## config.mk

```make
export PLATFORM = sky130hd
export DESIGN_NAME = safety_link_slave_status
export DESIGN_NICKNAME = d
export VERILOG_FILES = /design/src/verilog/safety_link_pkg.sv /design/src/verilog/safety_link_slave_status.sv
export SDC_FILE = /design/constraint.sdc
export NUM_CORES = 1
export LEC_CHECK = 0
export BUFFER_PORTS_ARGS = -buffer_cell sky130_fd_sc_hd__buf_2
export CORE_ASPECT_RATIO = 1.4
export CORE_MARGIN = 1.5
export CORE_UTILIZATION = 54
export DETAILED_ROUTE_END_ITERATION = 6
export PLACE_DENSITY = 0.81
export SYNTH_ARGS = -nofsm -noshare
export SYNTH_HDL_FRONTEND = slang
export SYNTH_SLANG_ARGS = --single-unit
```

## constraint.sdc

```tcl
create_clock -name clk -period 3.9 [get_ports clk]
set_input_delay 0.195 -clock clk [delete_from_list [all_inputs] [get_ports clk]]
set_output_delay 0.195 -clock clk [all_outputs]
set_load 0.05 [all_outputs]
```

## src/verilog/safety_link_pkg.sv

```systemverilog
// constants, register map and codes for the safety link status block
package safety_link_pkg;
   // register bus
   localparam int ADDR_W = 8;
   localparam int DATA_W = 32;
   localparam logic [7:0] OFF_APP_SIZE = 8'h00;
   localparam logic [7:0] OFF_COMM_SIZE = 8'h04;
   localparam logic [7:0] OFF_LINK_ID = 8'h08;
   localparam logic [7:0] OFF_LINK_ROLE = 8'h0C;
   localparam logic [7:0] OFF_LAST_FAULT = 8'h10;
   localparam logic [7:0] OFF_PROTO_REV = 8'h14;
   localparam logic [7:0] OFF_SAFE_ADDR = 8'h18;
   localparam logic [7:0] OFF_CHECKSUM = 8'h1C;
   localparam logic [7:0] OFF_CMD_WORD = 8'h20;
   localparam logic [7:0] OFF_CONTROL = 8'h24;
   localparam logic [7:0] OFF_IRQ_STATUS = 8'h28;
   localparam logic [7:0] OFF_IRQ_MASK = 8'h2C;
   localparam logic [7:0] OFF_TIMEOUT = 8'h30;
   localparam logic [31:0] UNMAPPED_VALUE = 32'h0000_0000;
   // fixed values
   localparam logic [15:0] APP_SIZE_LOCAL = 16'h0000;
   localparam logic [15:0] APP_SIZE_LINK = 16'h0004;
   localparam logic [15:0] COMM_SIZE_BYTES = 16'h0002;
   localparam logic [15:0] ROLE_SLAVE = 16'h0002;
   localparam logic [15:0] LINK_ID_NONE = 16'h0000;
   localparam logic [15:0] TIMEOUT_DEFAULT_MS = 16'h0064;
   localparam logic [15:0] TIMEOUT_MIN_MS = 16'h0007;
   localparam logic [6:0] ADDR_SCALE = 7'h64;
   // control register bit
   localparam int CTRL_APP_LINK_BIT = 0;
   // interrupt bits
   localparam int IRQ_W = 3;
   localparam int IRQ_FAULT_BIT = 0;
   localparam int IRQ_TIMEOUT_BIT = 1;
   localparam int IRQ_CMD_BIT = 2;
   // timing: one millisecond in cycles at 250 MHz
   localparam int CLK_MHZ = 250;
   localparam int MS_NS = 1000000;
   localparam int CLK_PERIOD_NS = 1000 / CLK_MHZ;
   localparam int CYCLES_PER_MS = MS_NS / CLK_PERIOD_NS;
   // command words sent by the master
   localparam logic [7:0] CMD_PROCESS = 8'h36;
   localparam logic [7:0] CMD_RESET = 8'h2A;
   localparam logic [7:0] CMD_SESSION = 8'h4E;
   localparam logic [7:0] CMD_CONNECTION = 8'h64;
   localparam logic [7:0] CMD_PARAMETER = 8'h52;
   localparam logic [7:0] CMD_FAILSAFE = 8'h08;
   // last fault codes
   localparam logic [7:0] FLT_RESET = 8'h00;
   localparam logic [7:0] FLT_UNEXPECTED = 8'h01;
   localparam logic [7:0] FLT_UNKNOWN = 8'h02;
   localparam logic [7:0] FLT_BAD_ID = 8'h03;
   localparam logic [7:0] FLT_CRC = 8'h04;
   localparam logic [7:0] FLT_WATCHDOG = 8'h05;
   localparam logic [7:0] FLT_BAD_ADDR = 8'h06;
   localparam logic [7:0] FLT_BAD_DATA = 8'h07;
   localparam logic [7:0] FLT_COMM_LEN = 8'h08;
   localparam logic [7:0] FLT_COMM_DATA = 8'h09;
   localparam logic [7:0] FLT_APP_LEN = 8'h0A;
   localparam logic [7:0] FLT_APP_DATA = 8'h0B;
   localparam logic [7:0] FLT_NONE = 8'hFF;
   // decoded link phase
   typedef enum logic [2:0] {
      PH_RESET, PH_SESSION, PH_CONNECTION, PH_PARAMETER,
      PH_CYCLIC, PH_FALLBACK, PH_UNKNOWN
   } phase_type;
endpackage

```

## src/verilog/safety_link_slave_status.sv

```systemverilog
// status and diagnostic view of one safety link slave connection
//
// Chosen here: the register offsets and the address-and-strobe port.
`timescale 1ns/1ps

// Summary of operation
// app size 0 local, 4 over link
// communication parameter size fixed at two
// hold link identifier assigned by master
// link role constant two, slave
// fault codes 0 to 5 recorded
// fault codes 6 to 11 recorded
// protocol revision exposed read only
// address is station times 100 plus axis
// read-only checksum over safety parameters
// report master command word as state
// decode 0x36, 0x2A, 0x4E commands
// decode 0x64, 0x52, 0x08 commands
// safe state when frames stop past timeout, except in the reset phase
// timeout stores code 5, fallback until reset
module safety_link_slave_status #(
   parameter int AXIS_NUMBER = 1,
   parameter int CYCLES_MS = safety_link_pkg::CYCLES_PER_MS
) (
   // clock and reset
   input wire logic clk,
   input wire logic rst_n,
   // register port
   input wire logic [safety_link_pkg::ADDR_W-1:0] reg_addr,
   input wire logic [safety_link_pkg::DATA_W-1:0] reg_wdata,
   input wire logic reg_write,
   input wire logic reg_read,
   output logic [safety_link_pkg::DATA_W-1:0] reg_rdata,
   // frames from the safety link core
   input wire logic frame_valid,
   input wire logic [7:0] frame_command,
   input wire logic [15:0] frame_link_id,
   input wire logic link_id_valid,
   input wire logic [15:0] frame_timeout_ms,
   input wire logic timeout_valid,
   // fault reports from the safety link core
   input wire logic fault_valid,
   input wire logic [7:0] fault_code,
   // configuration from the safety processor
   input wire logic [15:0] link_protocol_revision,
   input wire logic [6:0] safety_station_number,
   input wire logic [31:0] safety_param_checksum,
   // status outputs
   output logic safe_state,
   output logic fallback_values_phase,
   output logic cyclic_exchange_phase,
   output logic irq
);
   import safety_link_pkg::*;

   typedef struct packed {
      logic [DATA_W-1:0] rdata;
      logic app_link;
      logic [15:0] link_id;
      logic [7:0] last_fault;
      logic [7:0] cmd_word;
      logic [15:0] timeout_ms;
      logic [31:0] cycle_cnt;
      logic [15:0] ms_cnt;
      logic safe;
      logic cyclic;
      phase_type phase;
      logic [IRQ_W-1:0] irq_status;
      logic [IRQ_W-1:0] irq_mask;
      logic irq;
   } state_type;

   state_type q;
   state_type d;
   logic [IRQ_W-1:0] irq_clear;

   // one write-one-to-clear enable per status bit
   generate
      for (genvar b = 0; b < IRQ_W; b++) begin : g_irq_bit
         assign irq_clear[b] = reg_write &&
            reg_addr == OFF_IRQ_STATUS && reg_wdata[b];
      end
   endgenerate

   // command word to link phase
   function automatic phase_type decode_cmd(input logic [7:0] c);
      phase_type p;
      p = PH_UNKNOWN;
      unique case (c)
         CMD_PROCESS: begin
            p = PH_CYCLIC;
         end
         CMD_RESET: begin
            p = PH_RESET;
         end
         CMD_SESSION: begin
            p = PH_SESSION;
         end
         CMD_CONNECTION: begin
            p = PH_CONNECTION;
         end
         CMD_PARAMETER: begin
            p = PH_PARAMETER;
         end
         CMD_FAILSAFE: begin
            p = PH_FALLBACK;
         end
         default: begin
            p = PH_UNKNOWN;
         end
      endcase
      return p;
   endfunction

   // address formed from station number and axis
   function automatic logic [15:0] safe_addr(input logic [6:0] sid);
      logic [15:0] prod;
      prod = 16'(sid) * 16'(ADDR_SCALE);
      return prod + 16'(AXIS_NUMBER);
   endfunction

   // narrow values sit in the low bits of a bus word
   function automatic logic [DATA_W-1:0] widen16(input logic [15:0] x);
      return DATA_W'(x);
   endfunction

   // byte values sit in the low bits of a bus word
   function automatic logic [DATA_W-1:0] widen8(input logic [7:0] x);
      return DATA_W'(x);
   endfunction

   // register write hit at one offset
   function automatic logic write_hit(
      input logic wr,
      input logic [ADDR_W-1:0] a,
      input logic [ADDR_W-1:0] off
   );
      return wr && a == off;
   endfunction

   // master timeout clamped to its least legal value
   function automatic logic [15:0] clamp_timeout(input logic [15:0] t);
      logic [15:0] r;
      r = t;
      if (t < TIMEOUT_MIN_MS) begin
         r = TIMEOUT_MIN_MS;
      end
      return r;
   endfunction

   // end of one millisecond of clock cycles
   function automatic logic ms_tick(input logic [31:0] cnt);
      return cnt == 32'(CYCLES_MS - 1);
   endfunction

   // true when one more millisecond reaches the timeout
   function automatic logic ms_limit(
      input logic [15:0] ms,
      input logic [15:0] limit
   );
      logic [15:0] next_ms;
      next_ms = ms + 16'h0001;
      return next_ms >= limit;
   endfunction

   // watchdog runs only on a live, not yet safe link
   function automatic logic wdog_armed(input state_type s);
      return !s.safe && s.phase != PH_RESET;
   endfunction

   // link reset command from the master
   function automatic logic is_reset_cmd(input logic [7:0] c);
      return c == CMD_RESET;
   endfunction

   // a new command word differs from the held one
   function automatic logic cmd_changed(input logic [7:0] c, h);
      return c != h;
   endfunction

   // nonzero identifier carried with the frame
   function automatic logic id_offered(input logic v, input logic [15:0] id);
      return v && id != LINK_ID_NONE;
   endfunction

   // cyclic exchange only while the link is not safe
   function automatic logic cyclic_ok(input phase_type p, input logic safe);
      return p == PH_CYCLIC && !safe;
   endfunction

   // application parameter size for the chosen source
   function automatic logic [15:0] app_size(input logic over_link);
      logic [15:0] r;
      r = APP_SIZE_LOCAL;
      if (over_link) begin
         r = APP_SIZE_LINK;
      end
      return r;
   endfunction

   // sticky status: clear first, so a new event wins
   function automatic logic [IRQ_W-1:0] sticky_next(
      input logic [IRQ_W-1:0] cur,
      input logic [IRQ_W-1:0] clr,
      input logic [IRQ_W-1:0] ev
   );
      logic [IRQ_W-1:0] r;
      r = cur & ~clr;
      r = r | ev;
      return r;
   endfunction

   // level interrupt from unmasked sticky bits
   function automatic logic irq_line(
      input logic [IRQ_W-1:0] st,
      input logic [IRQ_W-1:0] mk
   );
      return |(st & mk);
   endfunction

   // register read mux
   function automatic logic [DATA_W-1:0] read_mux(
      input logic [ADDR_W-1:0] a,
      input state_type s,
      input logic [15:0] rev,
      input logic [6:0] sid,
      input logic [31:0] crc
   );
      logic [DATA_W-1:0] v;
      v = UNMAPPED_VALUE;
      unique case (a)
         OFF_APP_SIZE: begin
            v = widen16(app_size(s.app_link));
         end
         OFF_COMM_SIZE: begin
            v = widen16(COMM_SIZE_BYTES);
         end
         OFF_LINK_ID: begin
            v = widen16(s.link_id);
         end
         OFF_LINK_ROLE: begin
            v = widen16(ROLE_SLAVE);
         end
         OFF_LAST_FAULT: begin
            v = widen8(s.last_fault);
         end
         OFF_PROTO_REV: begin
            v = widen16(rev);
         end
         OFF_SAFE_ADDR: begin
            v = widen16(safe_addr(sid));
         end
         OFF_CHECKSUM: begin
            v = crc;
         end
         OFF_CMD_WORD: begin
            v = widen8(s.cmd_word);
         end
         OFF_CONTROL: begin
            v = DATA_W'(s.app_link);
         end
         OFF_IRQ_STATUS: begin
            v = DATA_W'(s.irq_status);
         end
         OFF_IRQ_MASK: begin
            v = DATA_W'(s.irq_mask);
         end
         OFF_TIMEOUT: begin
            v = widen16(s.timeout_ms);
         end
         default: begin
            v = UNMAPPED_VALUE;
         end
      endcase
      return v;
   endfunction

   // next state
   always_comb begin
      logic [IRQ_W-1:0] ev;
      logic expire;
      logic [15:0] to;
      ev = '0;
      expire = 1'b0;
      to = frame_timeout_ms;
      d = q;
      d.rdata = reg_read ?
         read_mux(reg_addr, q, link_protocol_revision,
            safety_station_number, safety_param_checksum) :
         UNMAPPED_VALUE;
      // software control
      if (write_hit(reg_write, reg_addr, OFF_CONTROL)) begin
         d.app_link = reg_wdata[CTRL_APP_LINK_BIT];
      end
      if (write_hit(reg_write, reg_addr, OFF_IRQ_MASK)) begin
         d.irq_mask = reg_wdata[IRQ_W-1:0];
      end

      // master timeout setting, clamped to its least value
      if (timeout_valid) begin
         d.timeout_ms = clamp_timeout(to);
      end

      // watchdog counts milliseconds since the last frame
      if (frame_valid) begin
         d.cycle_cnt = '0;
         d.ms_cnt = '0;
      end else if (wdog_armed(q)) begin
         if (ms_tick(q.cycle_cnt)) begin
            d.cycle_cnt = '0;
            d.ms_cnt = q.ms_cnt + 16'h0001;
            if (ms_limit(q.ms_cnt, q.timeout_ms)) begin
               expire = 1'b1;
            end
         end else begin
            d.cycle_cnt = q.cycle_cnt + 32'h00000001;
         end
      end

      // received frame updates command word and phase
      if (frame_valid) begin
         d.cmd_word = frame_command;
         d.phase = decode_cmd(frame_command);
         ev[IRQ_CMD_BIT] = cmd_changed(frame_command, q.cmd_word);
         if (is_reset_cmd(frame_command)) begin
            d.safe = 1'b0; // link reset leaves the fallback state
            d.last_fault = FLT_RESET;
            d.link_id = LINK_ID_NONE;
         end
         if (id_offered(link_id_valid, frame_link_id)) begin
            d.link_id = frame_link_id;
         end
      end

      // fault reports, codes 0 to 11 from the link core
      if (fault_valid) begin
         d.last_fault = fault_code;
         d.safe = 1'b1;
         ev[IRQ_FAULT_BIT] = 1'b1;
      end

      // watchdog expiry wins over other fault codes
      if (expire) begin
         d.last_fault = FLT_WATCHDOG;
         d.safe = 1'b1;
         d.phase = PH_FALLBACK;
         ev[IRQ_TIMEOUT_BIT] = 1'b1;
      end

      // sticky status, write one clears, set wins
      d.irq_status = sticky_next(q.irq_status, irq_clear, ev);
      d.irq = irq_line(d.irq_status, d.irq_mask);
      // cyclic flag kept in a flop so the output is registered
      d.cyclic = cyclic_ok(d.phase, d.safe);
   end

   // state register
   always_ff @(posedge clk) begin
      if (!rst_n) begin
         q.rdata <= UNMAPPED_VALUE;
         q.app_link <= 1'b0;
         q.link_id <= LINK_ID_NONE;
         q.last_fault <= FLT_NONE;
         q.cmd_word <= CMD_RESET;
         q.timeout_ms <= TIMEOUT_DEFAULT_MS;
         q.cycle_cnt <= '0;
         q.ms_cnt <= '0;
         q.safe <= 1'b1;
         q.cyclic <= 1'b0;
         q.phase <= PH_RESET;
         q.irq_status <= '0;
         q.irq_mask <= '0;
         q.irq <= 1'b0;
      end else begin
         q <= d;
      end
   end

   // outputs straight from flops
   assign reg_rdata = q.rdata;
   assign safe_state = q.safe;
   assign fallback_values_phase = q.safe;
   assign cyclic_exchange_phase = q.cyclic;
   assign irq = q.irq;
endmodule

```

==> impl_results.md <==
* Min-Delay Path Class: in2reg
* PD cells at 381 nW/um^2
* # rows at 51
* Cells after Synth at 876
* Routability Congestion at 0.935
* Setup repair bufs after CTS at 0
* Post-synthesis sequential area ratio at 36.0%
* Most common cell in the netlist: dfxtp_1
* Status: finished clean
* Clock power share at 46.7%
* Number of global-route vias before repair at 7017
* Critical Path AT at 3.95 ns
* Ys Warns at 0
* Util after Layout at 65.8%
* Drt wl/cell at 17.5 um
* CP max stage delay at 0.60 ns
* Synth Flop Type: dfxtp_1
* CP Max Fanout at 13
* Slew Limit Fails at 0
* Flop pwr share at 42.7%
* Synth area leaders: dfxtp_1 (36%), ha_1 (7.0%), xor2_1 (5.8%)
* CP Cell Sequence: ha_1 -> nand3_2 -> or4_4 -> nor3_2 -> xor2_1 -> ha_1 -> a21o_1 -> a311o_1 -> a211o_1 -> a41oi_2 -> nor2_2 -> a2111o_1
* Netlist cell types at 78
* Core Region at 14000 sq um
* TritonCTS clock tree: yes
* Layout cells sized above 1 at 22.4%
* P_int at 2650 uW
* IO buf count at 157
* Filler cell count at 1206
* Post-synth EDFFs at 0
* Fin. Hold Viols at 0
* Comb pwr share at 10.6%
* Cell taking the most area after synthesis: dfxtp_1
* H-tree Lvls at 4
* Total gr overflow at 0
* Switching power at 868 uW
* Full die area at 15300 sq um
* Achievable frequency at 274 MHz
* Clock Skews at 0.00694 ns
* Die Width at 105 um
* Leakage power at 0.00393 uW
* Worst path required time at 4.21 ns
* Slowest stage cell, crit path: or4_4
* Syn avg cell area at 8.96 sq um
* Worst rel slew slack at 32.3%
* Total GRT Usage at 27.7%
* WP buf/inv at 0
* Max Cap Violations at 0
* Clock latency on the worst-skew pair at 0.42 ns
* Mapped Area at 7850 sq um
* Final ANT Viol Nets at 0
* Post-synthesis register bit count at 141
* Starting DRC count in detailed routing at 382
* VDD IR max at 325 uV
* Area delta synth->final at 17.6%
* Crit. End Element: flop
* CTS root buffer: clkbuf_16
* Sw frac at 24.7%
* Hpwl dp at 15600 um
* CP top delay family: compound AO/OA/AOI/OAI gates
* Clock net sink count at 141
* Initial antenna violation count at 0
* Syn_nets at 1073
* Fin crit share at 93.5%
* Minimum clock period at 3.65 ns
* Residual DRC count at 0
* CTS buffer count at 17
* Crit path kind: reg2reg
* First-pass GRT wire length at 33500 um
* Async SR Flop Fraction at 0%
* Hold WS at 0.0241 ns
* Clock slew at reported path FFs at 0.06 ns
* Worst Setup Start Kind: flop
* N_diodes at 0
* Initial DRT Pass Iterations at 7
* Vias per cell at 5.80
* Final Net Count at 1196
* Synth top cells by count: dfxtp_1 (141), nor2_1 (91), nand2_1 (72), xor2_1 (52), ha_1 (44)
* Critical path's most frequent cell: ha_1
* Largest net degree at the start of global routing at 32
* Synth top area share at 36.0%
* Final-report setup violation count at 0
* I/O pin total at 187
* Initial Util at 55.9%
* Vert. Die Dim at 146 um
* Slew @ Worst Pin at 1.02 ns
* Post-Route WL at 21000 um
* CTS max path bufs at 2
* Setup TNS at 0 ns
* Vias at 6945
* RSZ-0062 raised after global routing: false
## sequential cells by signal (all words and copies together), names as in the netlist
register,count
q,106
reg_rdata,32
cyclic_exchange_phase,1
fallback_values_phase,1
irq,1
## power groups by stage
stage                     Combinational (uW)  Sequential (uW)  Clock, uW
after floorplan                          226             1520          0
after global placement                   345             1530          0
after detailed placement                 353             1530          0
after CTS                                370             1500       1660
after global routing                     414             1500       1720
final                                    372             1500       1640
## cell usage in the layout (no fill, tap or decap), types with 15 or more instances in the layout
cell           netlist  layout
and2_1              23      23
clkbuf_16            0      17
and3_1              20      20
ha_1                44      44
a21oi_1             35      35
nand3_1             40      40
buf_2               15     157
xnor2_1             22      22
mux2i_1             28      28
dfxtp_1            141     141
dlygate4sd3_1        0      18
nand2_1             72      72
nand4_1             15      15
xor2_1              52      52
nor2_1              91      91
a22oi_1             19      19
inv_1               26      26
## cell families (layout without fill, tap and decap cells)
kind of cell	Yosys count	count (layout)	synth area share, %
adders and majority gates	46	46	7.52
and+or+nand+nor	345	345	25.3
AOI/OAI and AO/OA	138	138	12.2
DFF	141	141	36.0
muxes	29	29	3.71
xor gates and xnor gates	74	74	8.26
buffers and inverters	103	239	7.08
## worst paths after layout
path / slack (ns) / to / cells after the start / start
hold reg to reg: 0.47 / q[95] / 2 / q[95]
hold / removal: 0.02 / q[98] / 3 / frame_link_id[6]
setup reg to reg: 0.25 / q[86] / 12 / q[12]
setup / recovery: 0.25 / q[86] / 12 / q[12]
## metal layers
layer | GRT usage (%) | up-vias | part of all wire [%]
li1 | - | 3338 | -
met1 | 29.4 | 3250 | 38
met2 | 50.5 | 284 | 51
met3 | 5.37 | 73 | 5.9
met4 | 15.5 | 0 | 5.1
met5 | 0 | - | 0
## metrics by stage
| stage | power [uW] | instance area [sq um] | worst slack [ns] | cells |
|---|---|---|---|---|
| 2_1_floorplan | 1740 | 7850 | 0.629 | 876 |
| 3_3_place_gp | 1880 | 8450 | 0.337 | 1147 |
| 3_5_place_dp | 1880 | 8450 | 0.282 | 1147 |
| 4_1_cts | 3530 | 9230 | 0.258 | 1197 |
| 5_1_grt | 3640 | 9230 | 0.0310 | 1197 |
| 6_report | 3510 | 9230 | 0.255 | 1197 |
## cell type report
cell class / instances / area, sq um / share of cell area (%)
clock inverter: 14 / 170 / 1.84
inverter: 26 / 97.6 / 1.06
sequential: 141 / 2820 / 30.6
clock buffer: 18 / 429 / 4.65
multi-input combinational: 632 / 4470 / 48.4
tap: 185 / 231 / 2.51
timing repair buffer: 181 / 1010 / 11.0
## tightest hold or removal path, stage by stage
cell     delay [ns]
buf_2          0.10
nand2_1        0.05
a21oi_1        0.05
## timing repair
action,CTS,global route
gates resized for setup,0,0
hold buffers,18,0
hold endpoints to repair,18,0
(Power assumes the default switching activity.)
